<file path="src/svd_pkg.sv">
package svd_pkg;

  // register byte offsets on the bus
  localparam logic [7:0] CTRL_OFS   = 8'h00;
  localparam logic [7:0] STATUS_OFS = 8'h04;

  // detector_control_reg fields
  localparam int LVL_LSB    = 0;
  localparam int LVL_W      = 4;
  localparam int PWR_BIT    = 4;
  localparam int STABLE_BIT = 5;
  localparam int CTRL_W     = 8;

  // status and irq register fields
  localparam int FLAG_BIT = 0;
  localparam int IE_BIT   = 1;
  localparam int GIE_BIT  = 2;
  localparam int VALID_BIT = 3;

  // reset values
  localparam logic [3:0] LVL_RST = 4'h5;
  localparam logic       PWR_RST = 1'b0;
  localparam logic       IE_RST  = 1'b0;
  localparam logic       GIE_RST = 1'b0;

  // special trip codes
  localparam logic [3:0] LVL_EXTERNAL = 4'hf;
  localparam logic [3:0] LVL_RESERVED = 4'h0;

  typedef enum logic [1:0] {
    SVD_OFF      = 2'b00,
    SVD_SETTLING = 2'b01,
    SVD_ARMED    = 2'b11
  } svd_state_e;

endpackage

</file>
<file path="src/svd_flag.sv">
`timescale 1ns/1ps
module svd_flag (
  input  wire logic clk,      // system clock
  input  wire logic rst_n,    // async reset, active low
  input  wire logic set_i,    // trip seen this cycle
  input  wire logic clr_i,    // software clear request
  output logic      flag_o,   // sticky undervoltage flag
  output logic      rise_o    // one-cycle pulse when flag goes 0 to 1
);

  logic flag_r;

  // set beats clear in the same cycle so no trip is lost
  always_ff @(posedge clk or negedge rst_n) begin
    if (!rst_n) begin
      flag_r <= 1'b0;
    end else if (set_i) begin
      flag_r <= 1'b1;
    end else if (clr_i) begin
      flag_r <= 1'b0;
    end
  end

  assign flag_o = flag_r;
  assign rise_o = set_i & ~flag_r;

endmodule

</file>
<file path="src/svd_top.sv">
// Operation
// - trip level comes from the 4-bit limit field, control bits 3:0
// - limit code all ones routes the external analog pin to the comparator
// - codes 0001..1110 pick rising internal taps; 0000 is reserved, never trips
// - bit 4 powers the detector up; clear powers down and disables detection
// - bit 5 is read-only, set when the reference is stable and detection valid
// - flag sets when comparator says the selected tap is below the set point
// - flag cannot set until the reference is stable after enabling
// - settling wait is a fixed analog time, not counted in clocks
// - flag with its irq enable and the global irq enable requests an interrupt to the vector
// - enabled detector works in sleep; a trip sets flag and wakes device
// - after a detector wake, vector entry only if interrupts globally enabled
// - any reset returns the control register to reset value, detector off
// - control bits 7 and 6 are unimplemented and read zero
`timescale 1ns/1ps
module svd_top (
  input  wire logic        clk,             // 25 MHz system clock
  input  wire logic        rst_n,           // async reset, active low
  input  wire logic        psel,            // apb select
  input  wire logic        penable,         // apb access phase
  input  wire logic        pwrite,          // apb direction, 1 = write
  input  wire logic [7:0]  paddr,           // apb byte address
  input  wire logic [31:0] pwdata,          // apb write data
  input  wire logic [3:0]  pstrb,           // apb byte strobes
  output logic             pready,          // apb ready
  output logic [31:0]      prdata,          // apb read data
  output logic             pslverr,         // apb error on unmapped address
  input  wire logic        comp_below,      // comparator: tap below reference
  input  wire logic        ref_settled,     // analog reference has settled
  input  wire logic        sleep_mode,      // core is asleep
  output logic             power_enable,    // powers divider and comparator
  output logic [3:0]       tap_select,      // divider tap, 0 when unused
  output logic             external_sel,    // comparator reads external pin
  output logic             irq,             // interrupt request level
  output logic             wake,            // one-cycle wake pulse
  output logic             vector_entry     // one-cycle: resume at vector
);

  // ---------------------------------------------------------------
  // register state
  // ---------------------------------------------------------------
  logic [3:0]          trip_level_select_r;
  logic                detector_power_enable_r;
  logic                undervoltage_irq_enable_r;
  logic                global_irq_enable_r;
  svd_pkg::svd_state_e state_r;
  svd_pkg::svd_state_e state_nxt;

  logic        pready_r;
  logic [31:0] prdata_r;
  logic        pslverr_r;
  logic        power_enable_r;
  logic [3:0]  tap_select_r;
  logic        external_sel_r;
  logic        irq_r;
  logic        wake_r;
  logic        vector_entry_r;

  logic        undervoltage_flag;
  logic        flag_rise;
  logic        trip_set;
  logic        flag_clr;
  logic        reference_stable_flag;
  logic        level_valid;

  // ---------------------------------------------------------------
  // apb decode
  // ---------------------------------------------------------------
  logic setup_ph;
  logic wr_cycle;
  logic hit_ctrl;
  logic hit_status;
  logic wr_ctrl;
  logic wr_status;

  function automatic logic addr_is(input logic [7:0] a, input logic [7:0] ofs);
    addr_is = (a == ofs);
  endfunction

  assign setup_ph   = psel & ~penable;
  assign wr_cycle   = psel & penable & pready_r & pwrite;
  assign hit_ctrl   = addr_is(paddr, svd_pkg::CTRL_OFS);
  assign hit_status = addr_is(paddr, svd_pkg::STATUS_OFS);
  // only the low byte holds fields, so only lane 0 matters
  assign wr_ctrl    = wr_cycle & hit_ctrl & pstrb[0];
  assign wr_status  = wr_cycle & hit_status & pstrb[0];

  // ---------------------------------------------------------------
  // limit code decode
  // ---------------------------------------------------------------
  function automatic logic code_is_tap(input logic [3:0] c);
    code_is_tap = (c != svd_pkg::LVL_RESERVED) && (c != svd_pkg::LVL_EXTERNAL);
  endfunction

  // reserved code gives no valid trip setting
  assign level_valid = (trip_level_select_r != svd_pkg::LVL_RESERVED);

  // ---------------------------------------------------------------
  // control register
  // ---------------------------------------------------------------
  always_ff @(posedge clk or negedge rst_n) begin
    if (!rst_n) begin
      trip_level_select_r <= svd_pkg::LVL_RST;
    end else if (wr_ctrl) begin
      trip_level_select_r <= pwdata[svd_pkg::LVL_LSB +: svd_pkg::LVL_W];
    end
  end

  always_ff @(posedge clk or negedge rst_n) begin
    if (!rst_n) begin
      detector_power_enable_r <= svd_pkg::PWR_RST;
    end else if (wr_ctrl) begin
      detector_power_enable_r <= pwdata[svd_pkg::PWR_BIT];
    end
  end

  // ---------------------------------------------------------------
  // status and interrupt enables
  // ---------------------------------------------------------------
  always_ff @(posedge clk or negedge rst_n) begin
    if (!rst_n) begin
      undervoltage_irq_enable_r <= svd_pkg::IE_RST;
      global_irq_enable_r       <= svd_pkg::GIE_RST;
    end else if (wr_status) begin
      undervoltage_irq_enable_r <= pwdata[svd_pkg::IE_BIT];
      global_irq_enable_r       <= pwdata[svd_pkg::GIE_BIT];
    end
  end

  // write one to the flag bit clears it
  assign flag_clr = wr_status & pwdata[svd_pkg::FLAG_BIT];

  // ---------------------------------------------------------------
  // reference settling
  // the wait is an analog time, so the block waits on the
  // settled level from the reference instead of counting clocks
  // ---------------------------------------------------------------
  always_comb begin
    state_nxt = state_r;
    unique case (state_r)
      svd_pkg::SVD_OFF: begin
        if (detector_power_enable_r) begin
          state_nxt = svd_pkg::SVD_SETTLING;
        end
      end
      svd_pkg::SVD_SETTLING: begin
        if (!detector_power_enable_r) begin
          state_nxt = svd_pkg::SVD_OFF;
        end else if (ref_settled) begin
          state_nxt = svd_pkg::SVD_ARMED;
        end
      end
      svd_pkg::SVD_ARMED: begin
        if (!detector_power_enable_r) begin
          state_nxt = svd_pkg::SVD_OFF;
        end
      end
      default: begin
        state_nxt = svd_pkg::SVD_OFF;
      end
    endcase
  end

  always_ff @(posedge clk or negedge rst_n) begin
    if (!rst_n) begin
      state_r <= svd_pkg::SVD_OFF;
    end else begin
      state_r <= state_nxt;
    end
  end

  assign reference_stable_flag = (state_r == svd_pkg::SVD_ARMED);

  // ---------------------------------------------------------------
  // detection
  // sleep does not gate the trip: the detector keeps running
  // ---------------------------------------------------------------
  // power bit gates at once: the state machine only leaves ARMED an edge later
  assign trip_set = detector_power_enable_r
                  & reference_stable_flag
                  & level_valid
                  & comp_below;

  svd_flag u_flag (
    .clk    (clk),
    .rst_n  (rst_n),
    .set_i  (trip_set),
    .clr_i  (flag_clr),
    .flag_o (undervoltage_flag),
    .rise_o (flag_rise)
  );

  // ---------------------------------------------------------------
  // analog controls
  // ---------------------------------------------------------------
  always_ff @(posedge clk or negedge rst_n) begin
    if (!rst_n) begin
      power_enable_r <= 1'b0;
    end else begin
      power_enable_r <= detector_power_enable_r;
    end
  end

  always_ff @(posedge clk or negedge rst_n) begin
    if (!rst_n) begin
      tap_select_r <= 4'h0;
    end else if (code_is_tap(trip_level_select_r)) begin
      tap_select_r <= trip_level_select_r;
    end else begin
      tap_select_r <= 4'h0;
    end
  end

  always_ff @(posedge clk or negedge rst_n) begin
    if (!rst_n) begin
      external_sel_r <= 1'b0;
    end else begin
      external_sel_r <= (trip_level_select_r == svd_pkg::LVL_EXTERNAL);
    end
  end

  // ---------------------------------------------------------------
  // interrupt, wake and vector entry
  // ---------------------------------------------------------------
  logic irq_nxt;
  assign irq_nxt = (undervoltage_flag | trip_set)
                 & undervoltage_irq_enable_r
                 & global_irq_enable_r;

  always_ff @(posedge clk or negedge rst_n) begin
    if (!rst_n) begin
      irq_r <= 1'b0;
    end else begin
      irq_r <= irq_nxt;
    end
  end

  // a trip in sleep wakes the core whatever the enables say
  always_ff @(posedge clk or negedge rst_n) begin
    if (!rst_n) begin
      wake_r <= 1'b0;
    end else begin
      wake_r <= flag_rise & sleep_mode;
    end
  end

  // without global enable the core simply continues after sleep
  always_ff @(posedge clk or negedge rst_n) begin
    if (!rst_n) begin
      vector_entry_r <= 1'b0;
    end else begin
      vector_entry_r <= flag_rise & sleep_mode
                      & undervoltage_irq_enable_r
                      & global_irq_enable_r;
    end
  end

  // ---------------------------------------------------------------
  // apb answer: no wait state, read data leaves a flop loaded in the setup phase
  // ---------------------------------------------------------------
  logic [31:0] rd_val;

  always_comb begin
    rd_val = 32'h0000_0000;
    if (hit_ctrl) begin
      rd_val[svd_pkg::LVL_LSB +: svd_pkg::LVL_W] = trip_level_select_r;
      rd_val[svd_pkg::PWR_BIT]    = detector_power_enable_r;
      rd_val[svd_pkg::STABLE_BIT] = reference_stable_flag;
      // bits 7:6 and above stay zero
    end else if (hit_status) begin
      rd_val[svd_pkg::FLAG_BIT]  = undervoltage_flag;
      rd_val[svd_pkg::IE_BIT]    = undervoltage_irq_enable_r;
      rd_val[svd_pkg::GIE_BIT]   = global_irq_enable_r;
      rd_val[svd_pkg::VALID_BIT] = level_valid;
    end
  end

  always_ff @(posedge clk or negedge rst_n) begin
    if (!rst_n) begin
      pready_r <= 1'b0;
    end else begin
      pready_r <= setup_ph;
    end
  end

  always_ff @(posedge clk or negedge rst_n) begin
    if (!rst_n) begin
      prdata_r <= 32'h0000_0000;
    end else if (setup_ph && !pwrite) begin
      prdata_r <= rd_val;
    end else if (!psel) begin
      prdata_r <= 32'h0000_0000;
    end
  end

  always_ff @(posedge clk or negedge rst_n) begin
    if (!rst_n) begin
      pslverr_r <= 1'b0;
    end else if (setup_ph) begin
      pslverr_r <= ~(hit_ctrl | hit_status);
    end else begin
      pslverr_r <= 1'b0;
    end
  end

  assign pready       = pready_r;
  assign prdata       = prdata_r;
  assign pslverr      = pslverr_r;
  assign power_enable = power_enable_r;
  assign tap_select   = tap_select_r;
  assign external_sel = external_sel_r;
  assign irq          = irq_r;
  assign wake         = wake_r;
  assign vector_entry = vector_entry_r;

endmodule

</file>
<file path="config.mk">
export PLATFORM = sky130hd
export DESIGN_NAME = svd_top
export DESIGN_NICKNAME = d
export VERILOG_FILES = /design/src/svd_pkg.sv /design/src/svd_flag.sv /design/src/svd_top.sv
export SDC_FILE = /design/constraint.sdc
export NUM_CORES = 1
export LEC_CHECK = 0
export BUFFER_PORTS_ARGS = -buffer_cell sky130_fd_sc_hd__buf_2
export CAP_MARGIN = 20
export CORE_MARGIN = 2
export CORE_UTILIZATION = 40
export DETAILED_ROUTE_END_ITERATION = 10
export HOLD_SLACK_MARGIN = 0.05
export PLACE_DENSITY_LB_ADDON = 0.05
export SETUP_SLACK_MARGIN = 0.4
export SLEW_MARGIN = 10
export SYNTH_ARGS = -nofsm -noshare
export SYNTH_HDL_FRONTEND = slang
export SYNTH_SLANG_ARGS = --single-unit
export TNS_END_PERCENT = 1
</file>
<file path="constraint.sdc">
create_clock -name clk -period 1.9 [get_ports clk]
set_clock_uncertainty 0.2 [all_clocks]
set_input_delay 0.38 -clock clk [delete_from_list [all_inputs] [get_ports clk]]
set_output_delay 0.38 -clock clk [all_outputs]
set_load 0.02 [all_outputs]
</file>
# ---- Word level (Yosys, flattened, before mapping)
# Index checks and enable logic that the tools add are counted.
dict set report op_classes {
  n_mux 14
  reduce_logical 8
  bitwise_logic 23
  n_eq_ne 9
}
# cell n
set ops {}
lappend ops {{two-way mux 32 bit} 2}
lappend ops {{AND 1 bit} 18}
lappend ops {{two-way mux 4 bit} 3}
lappend ops {{two-way mux 2 bit} 5}
lappend ops {{equality test 8 x 3 -> 1 bit, second input constant} 1}
lappend ops {{logical NOT 8 bit} 1}
lappend ops {{one-hot mux 2 bit (3 select lines)} 1}
lappend ops {{equality test 4 bit, second input constant} 1}
lappend ops {{inequality test 2 bit, second input constant} 2}
lappend ops {{inequality test 4 bit, second input constant} 1}
lappend ops {{nonzero test 4 bit} 1}
lappend ops {{two-way mux 1 bit} 3}
lappend ops {{inequality test 3 bit, second input constant} 1}
lappend ops {{NOT 1 bit} 3}
lappend ops {{AND reduction 3 bit} 1}
lappend ops {{equality test 2 x 1 -> 1 bit, second input constant} 1}
lappend ops {{equality test 2 bit, second input constant} 1}
lappend ops {{logical AND 1 bit} 2}
lappend ops {{logical NOT 2 bit} 1}
lappend ops {{inequality test 2 x 1 -> 1 bit, second input constant} 1}
lappend ops {{OR 1 bit} 2}
lappend ops {{nonzero test 2 bit} 1}
lappend ops {{logical NOT 1 bit} 1}
dict set report word_totals {
  out_inout_bits 43
  word_cells 69
  regBits 53
}

# ---- Depth between registers and ports, before layout
dict set report depth {
  word_depth 8
  mapped_depth 4
  mapped_depth_nobuf 3
}

# ---- Hierarchy
# Synthesis repeated with hierarchy kept, for this count alone.
dict set report unflattened {
  cells_unflattened 113
  area_unflattened_um2 1318.8
}
# mod seq_area_each_um2 area_each_um2 n_inst cells_each
set by_module_without_submodules {}
lappend by_module_without_submodules {svd_top 653.1 1276.2 1 109}
lappend by_module_without_submodules {svd_flag 25.0 42.5 1 4}

# ---- Least setup slack after synthesis
# No wires, ideal clock.
dict set report synth_timing {
  path_kind {input-to-reg}
  start {input port paddr[6]}
  end {register detector_power_enable_r}
  n_path_buf 0
  path_stages 3
  t_required_ns 1.575
  setup_slack_ns -0.128
  t_arrival_ns 1.703
  setup_time_ns 0.125
  path_cell_list {or4_4 nor4_4 mux2_2}
}
dict set report synth_between {
  elab_chain_cells 3
}
# item line_no
set synth_rtl {}
lappend synth_rtl {{start, declared} svd_top.sv:22} ;# input wire logic [7:0] paddr,
lappend synth_rtl {{logical NOT 8 bit} svd_top.sv:77} ;# addr_is = (a == ofs);
lappend synth_rtl {{AND 1 bit (2 in series)} svd_top.sv:85} ;# assign wr_ctrl = wr_cycle & hit_ctrl & pstrb[0];
lappend synth_rtl {{end signal, assigned} svd_top.sv:111} ;# detector_power_enable_r <= svd_pkg::PWR_RST;
lappend synth_rtl {{end signal, assigned} svd_top.sv:113} ;# detector_power_enable_r <= pwdata[svd_pkg::PWR_BIT];
lappend synth_rtl {{end, declared} svd_top.sv:43} ;# logic detector_power_enable_r;
# Every way passes these cells.
# A chain may end at the register's enable or synchronous reset.

# ---- Worst setup path after layout
dict set report layout_timing {
  start {input port paddr[6]}
  end {register trip_level_select_r[3]}
}
dict set report layout_between {
  elab_chain_cells 3
}
# item line_no
set layout_rtl {}
lappend layout_rtl {{logical NOT 8 bit} svd_top.sv:77}
lappend layout_rtl {{AND 1 bit (2 in series)} svd_top.sv:85}
lappend layout_rtl {{end signal, assigned} svd_top.sv:103} ;# trip_level_select_r <= svd_pkg::LVL_RST;
lappend layout_rtl {{end signal, assigned} svd_top.sv:105} ;# trip_level_select_r <= pwdata[svd_pkg::LVL_LSB +: svd_pkg::LVL_W];
lappend layout_rtl {{end, declared} svd_top.sv:42} ;# logic [3:0] trip_level_select_r;
# Every way passes these cells.

==> results.txt <==
CTS Buf Count = 3
Placed Area = 1500 um^2
cell family with most CP delay = simple AND/OR/NAND/NOR gates
WS Path Type = input pin to flop
Die W = 60.8 um
commonest non-fill, non-tap cells in the layout = buf_2, conb_1, dfrtp_1
max incr delay on CP = 580 ps
Seq. cell area = 678 um^2
sw frac = 28.0%
status = finished, final reports clean
TritonCTS Sinks = 27
Starting Density = 42.3%
Core ar. = 3050 um^2
DRC = 0
Final Cycle Share = 90.3%
CP max stage cell = or4_4
GRT overflow = 0
RSZ-0062 raised after global routing = yes
largest net degree at the start of global routing = 28
layout cells sized above 1 = 38.9%
clk slew on worst S/H paths = 160 ps
Boundary Pins = 95
final core utilization = 50.6%
critical path launch point type = input pin
root buffer selected by CTS = clkbuf_4
initial antenna violation count = 0
Max VDD drop = 0.227 mV
post-route insts no fill = 206
pin slew with the least headroom to its limit = 588 ps
design area = 1550 um^2
RePlAce Congestion = 0.736
WP data arrival = 1760 ps
Slew Viols, Final = 0
first-pass GRT wire length = 3620 um
layout filler cell count = 298
Logic pwr share = 12.2%
Rows = 20
Power Dens Cells = 621 nW/um^2
gr usage total = 13.8%
Die ar. = 3700 um^2
vias in the first global route = 783
final WL = 2380 um
I/O Buffers = 38
Seq pwr share = 60.4%
mapped cell area = 1290 um^2
P_leak = 0.865 nW
Final nets = 215
internal power component = 0.691 mW
Fin Setup TNS = 0 ps
Crit Path Max Fanout = 5
Final min period = 1720 ps
vias per inst = 4.28
antenna cell count = 0
Post-Syn Instances = 114
H-Tree Depth = 1
Pre-antenna DRT Iters = 4
critical-path cell list = buf_2, or4_4, nor4_4, buf_4, mux2_2
Inst Count DP = 200
commonest non-fill, non-tap cell in the layout = buf_2
CTS tree = done
Max Cap Violations = 0
Buf/Inv on CP = 2
Max Clock Freq = 583 MHz
P_sw = 0.269 mW
worst relative slew slack = 60.8%
DP HPWL = 1850 um
Post-DRT Antenna Nets = 0
WL/cell = 11.5 um
YS warnings = 0
count of different cell masters after synthesis = 28
final hold violation count = 0
Clock power frac = 27.4%
post-synthesis register bit count = 27
setup violators final = 0
DR vias = 882
Layout area overhead = 19.8%
Critical Path RT = 1940 ps
footprint of the multi-input gates = 508 um^2
1st-iter DRT viols = 20
element type at the critical path end = flop
Hold Slack = 79.4 ps
Hold Path Class = input pin to flop
Max Buffers Root-to-Sink = 2
Die Y = 60.8 um
post-synthesis sequential area ratio = 52.6%
Post-Syn Area per Cell = 11.3 um^2
Worst-Skew Late Latency = 330 ps
-- state kept, by name, summed over array words and instances (netlist names) --
name,flops
detector_power_enable_r,1
external_sel,1
global_irq_enable_r,1
irq,1
power_enable,1
prdata,6
pready,1
pslverr,1
state_r,2
tap_select,4
trip_level_select_r,4
u_flag.flag_o,1
undervoltage_irq_enable_r,1
vector_entry,1
wake,1
-- metrics by stage --
stage | setup slack [ps] | power, mW
after global placement | -205 | 0.703
after floorplan | -38.5 | 0.699
final | 184 | 0.959
after CTS | 168 | 0.965
after detailed placement | -218 | 0.704
after global routing | 161 | 1.00
-- final timing paths --
kind                       startpoint                     end  slack [ps]  cells after the start
setup / recovery             paddr[6]  trip_level_select_r[3]         180                      5
hold / removal             sleep_mode                    wake          80                      3
setup reg to reg               pready  trip_level_select_r[3]         220                      4
hold reg to reg             prdata[3]               prdata[3]         290                      2
max in group asynchronous       rst_n               prdata[1]         760                      2
min in group asynchronous       rst_n           tap_select[1]         360                      2
-- power by group through the flow --
stage | Combinational, mW | Clock (mW) | Sequential, mW
after detailed placement | 0.114 | 0 | 0.590
after global placement | 0.112 | 0 | 0.590
after CTS | 0.116 | 0.269 | 0.580
after global routing | 0.129 | 0.291 | 0.580
after floorplan | 0.106 | 0 | 0.594
final | 0.117 | 0.263 | 0.580
-- layer usage --
metal  wire length (um)  share of wire (%)  track usage [%]
met4                 55                2.3             8.39
met2               1140                 48             22.9
met3                154                6.5             1.28
met1               1020                 43             17.2
met5                  0                  0                0
-- repair_timing --
action	4_1_cts	5_1_grt
setup endpoints to repair	20	29
buffers inserted	0	0
pin swaps	1	1
hold buffers	1	1
endpoints found under the hold margin	25	1
resized for setup	2	0
-- cells in the mapped netlist --
cell type / n / share of area (%)
or4_4: 2 / 1.7
clkbuf_1: 1 / 0.29
o31ai_2: 1 / 0.97
o21ai_0: 6 / 2.3
nand4_1: 2 / 0.97
nor2_1: 2 / 0.58
nand2b_1: 2 / 0.97
nor3_1: 1 / 0.39
nand2_1: 9 / 2.6
nor4_1: 3 / 1.5
or3_1: 1 / 0.49
buf_4: 26 / 15
mux2i_1: 4 / 3.1
o211a_1: 1 / 0.78
o21a_1: 1 / 0.58
nand3_1: 2 / 0.78
or4_1: 1 / 0.58
a21oi_1: 1 / 0.39
mux2_2: 7 / 6.1
and2_1: 4 / 1.9
dfrtp_1: 25 / 48
inv_1: 5 / 1.5
conb_1: 1 / 0.29
and4_1: 1 / 0.68
nor4_4: 1 / 1.6
nand3b_1: 1 / 0.58
dfstp_2: 2 / 4.1
a21boi_0: 1 / 0.58
-- worst reg2reg max path, cell delays in order (launching register included) --
cell,delay (ps)
dfrtp_1,420
nand3b_1,140
nor4_4,310
buf_4,190
mux2_2,330
-- cell type report --
type | count | share of cell area (%)
clock buffer | 3 | 1.46
timing repair buffer | 46 | 16.5
multi-input combinational | 80 | 32.9
sequential | 27 | 43.9
clock inverter | 1 | 0.486
inverter | 5 | 1.21
tap | 44 | 3.56
-- cell families after synthesis --
group                  Yosys count  synth area share (%)
flip-flops                      27                  52.6
buffers and inverters           32                  16.9
other                            1                 0.291
AO/OA/AOI/OAI                   11                  5.63
AND/OR/NAND/NOR                 32                  15.4
multiplexers                    11                  9.21
No activity file was read; power rests on OpenSTA's default activity.
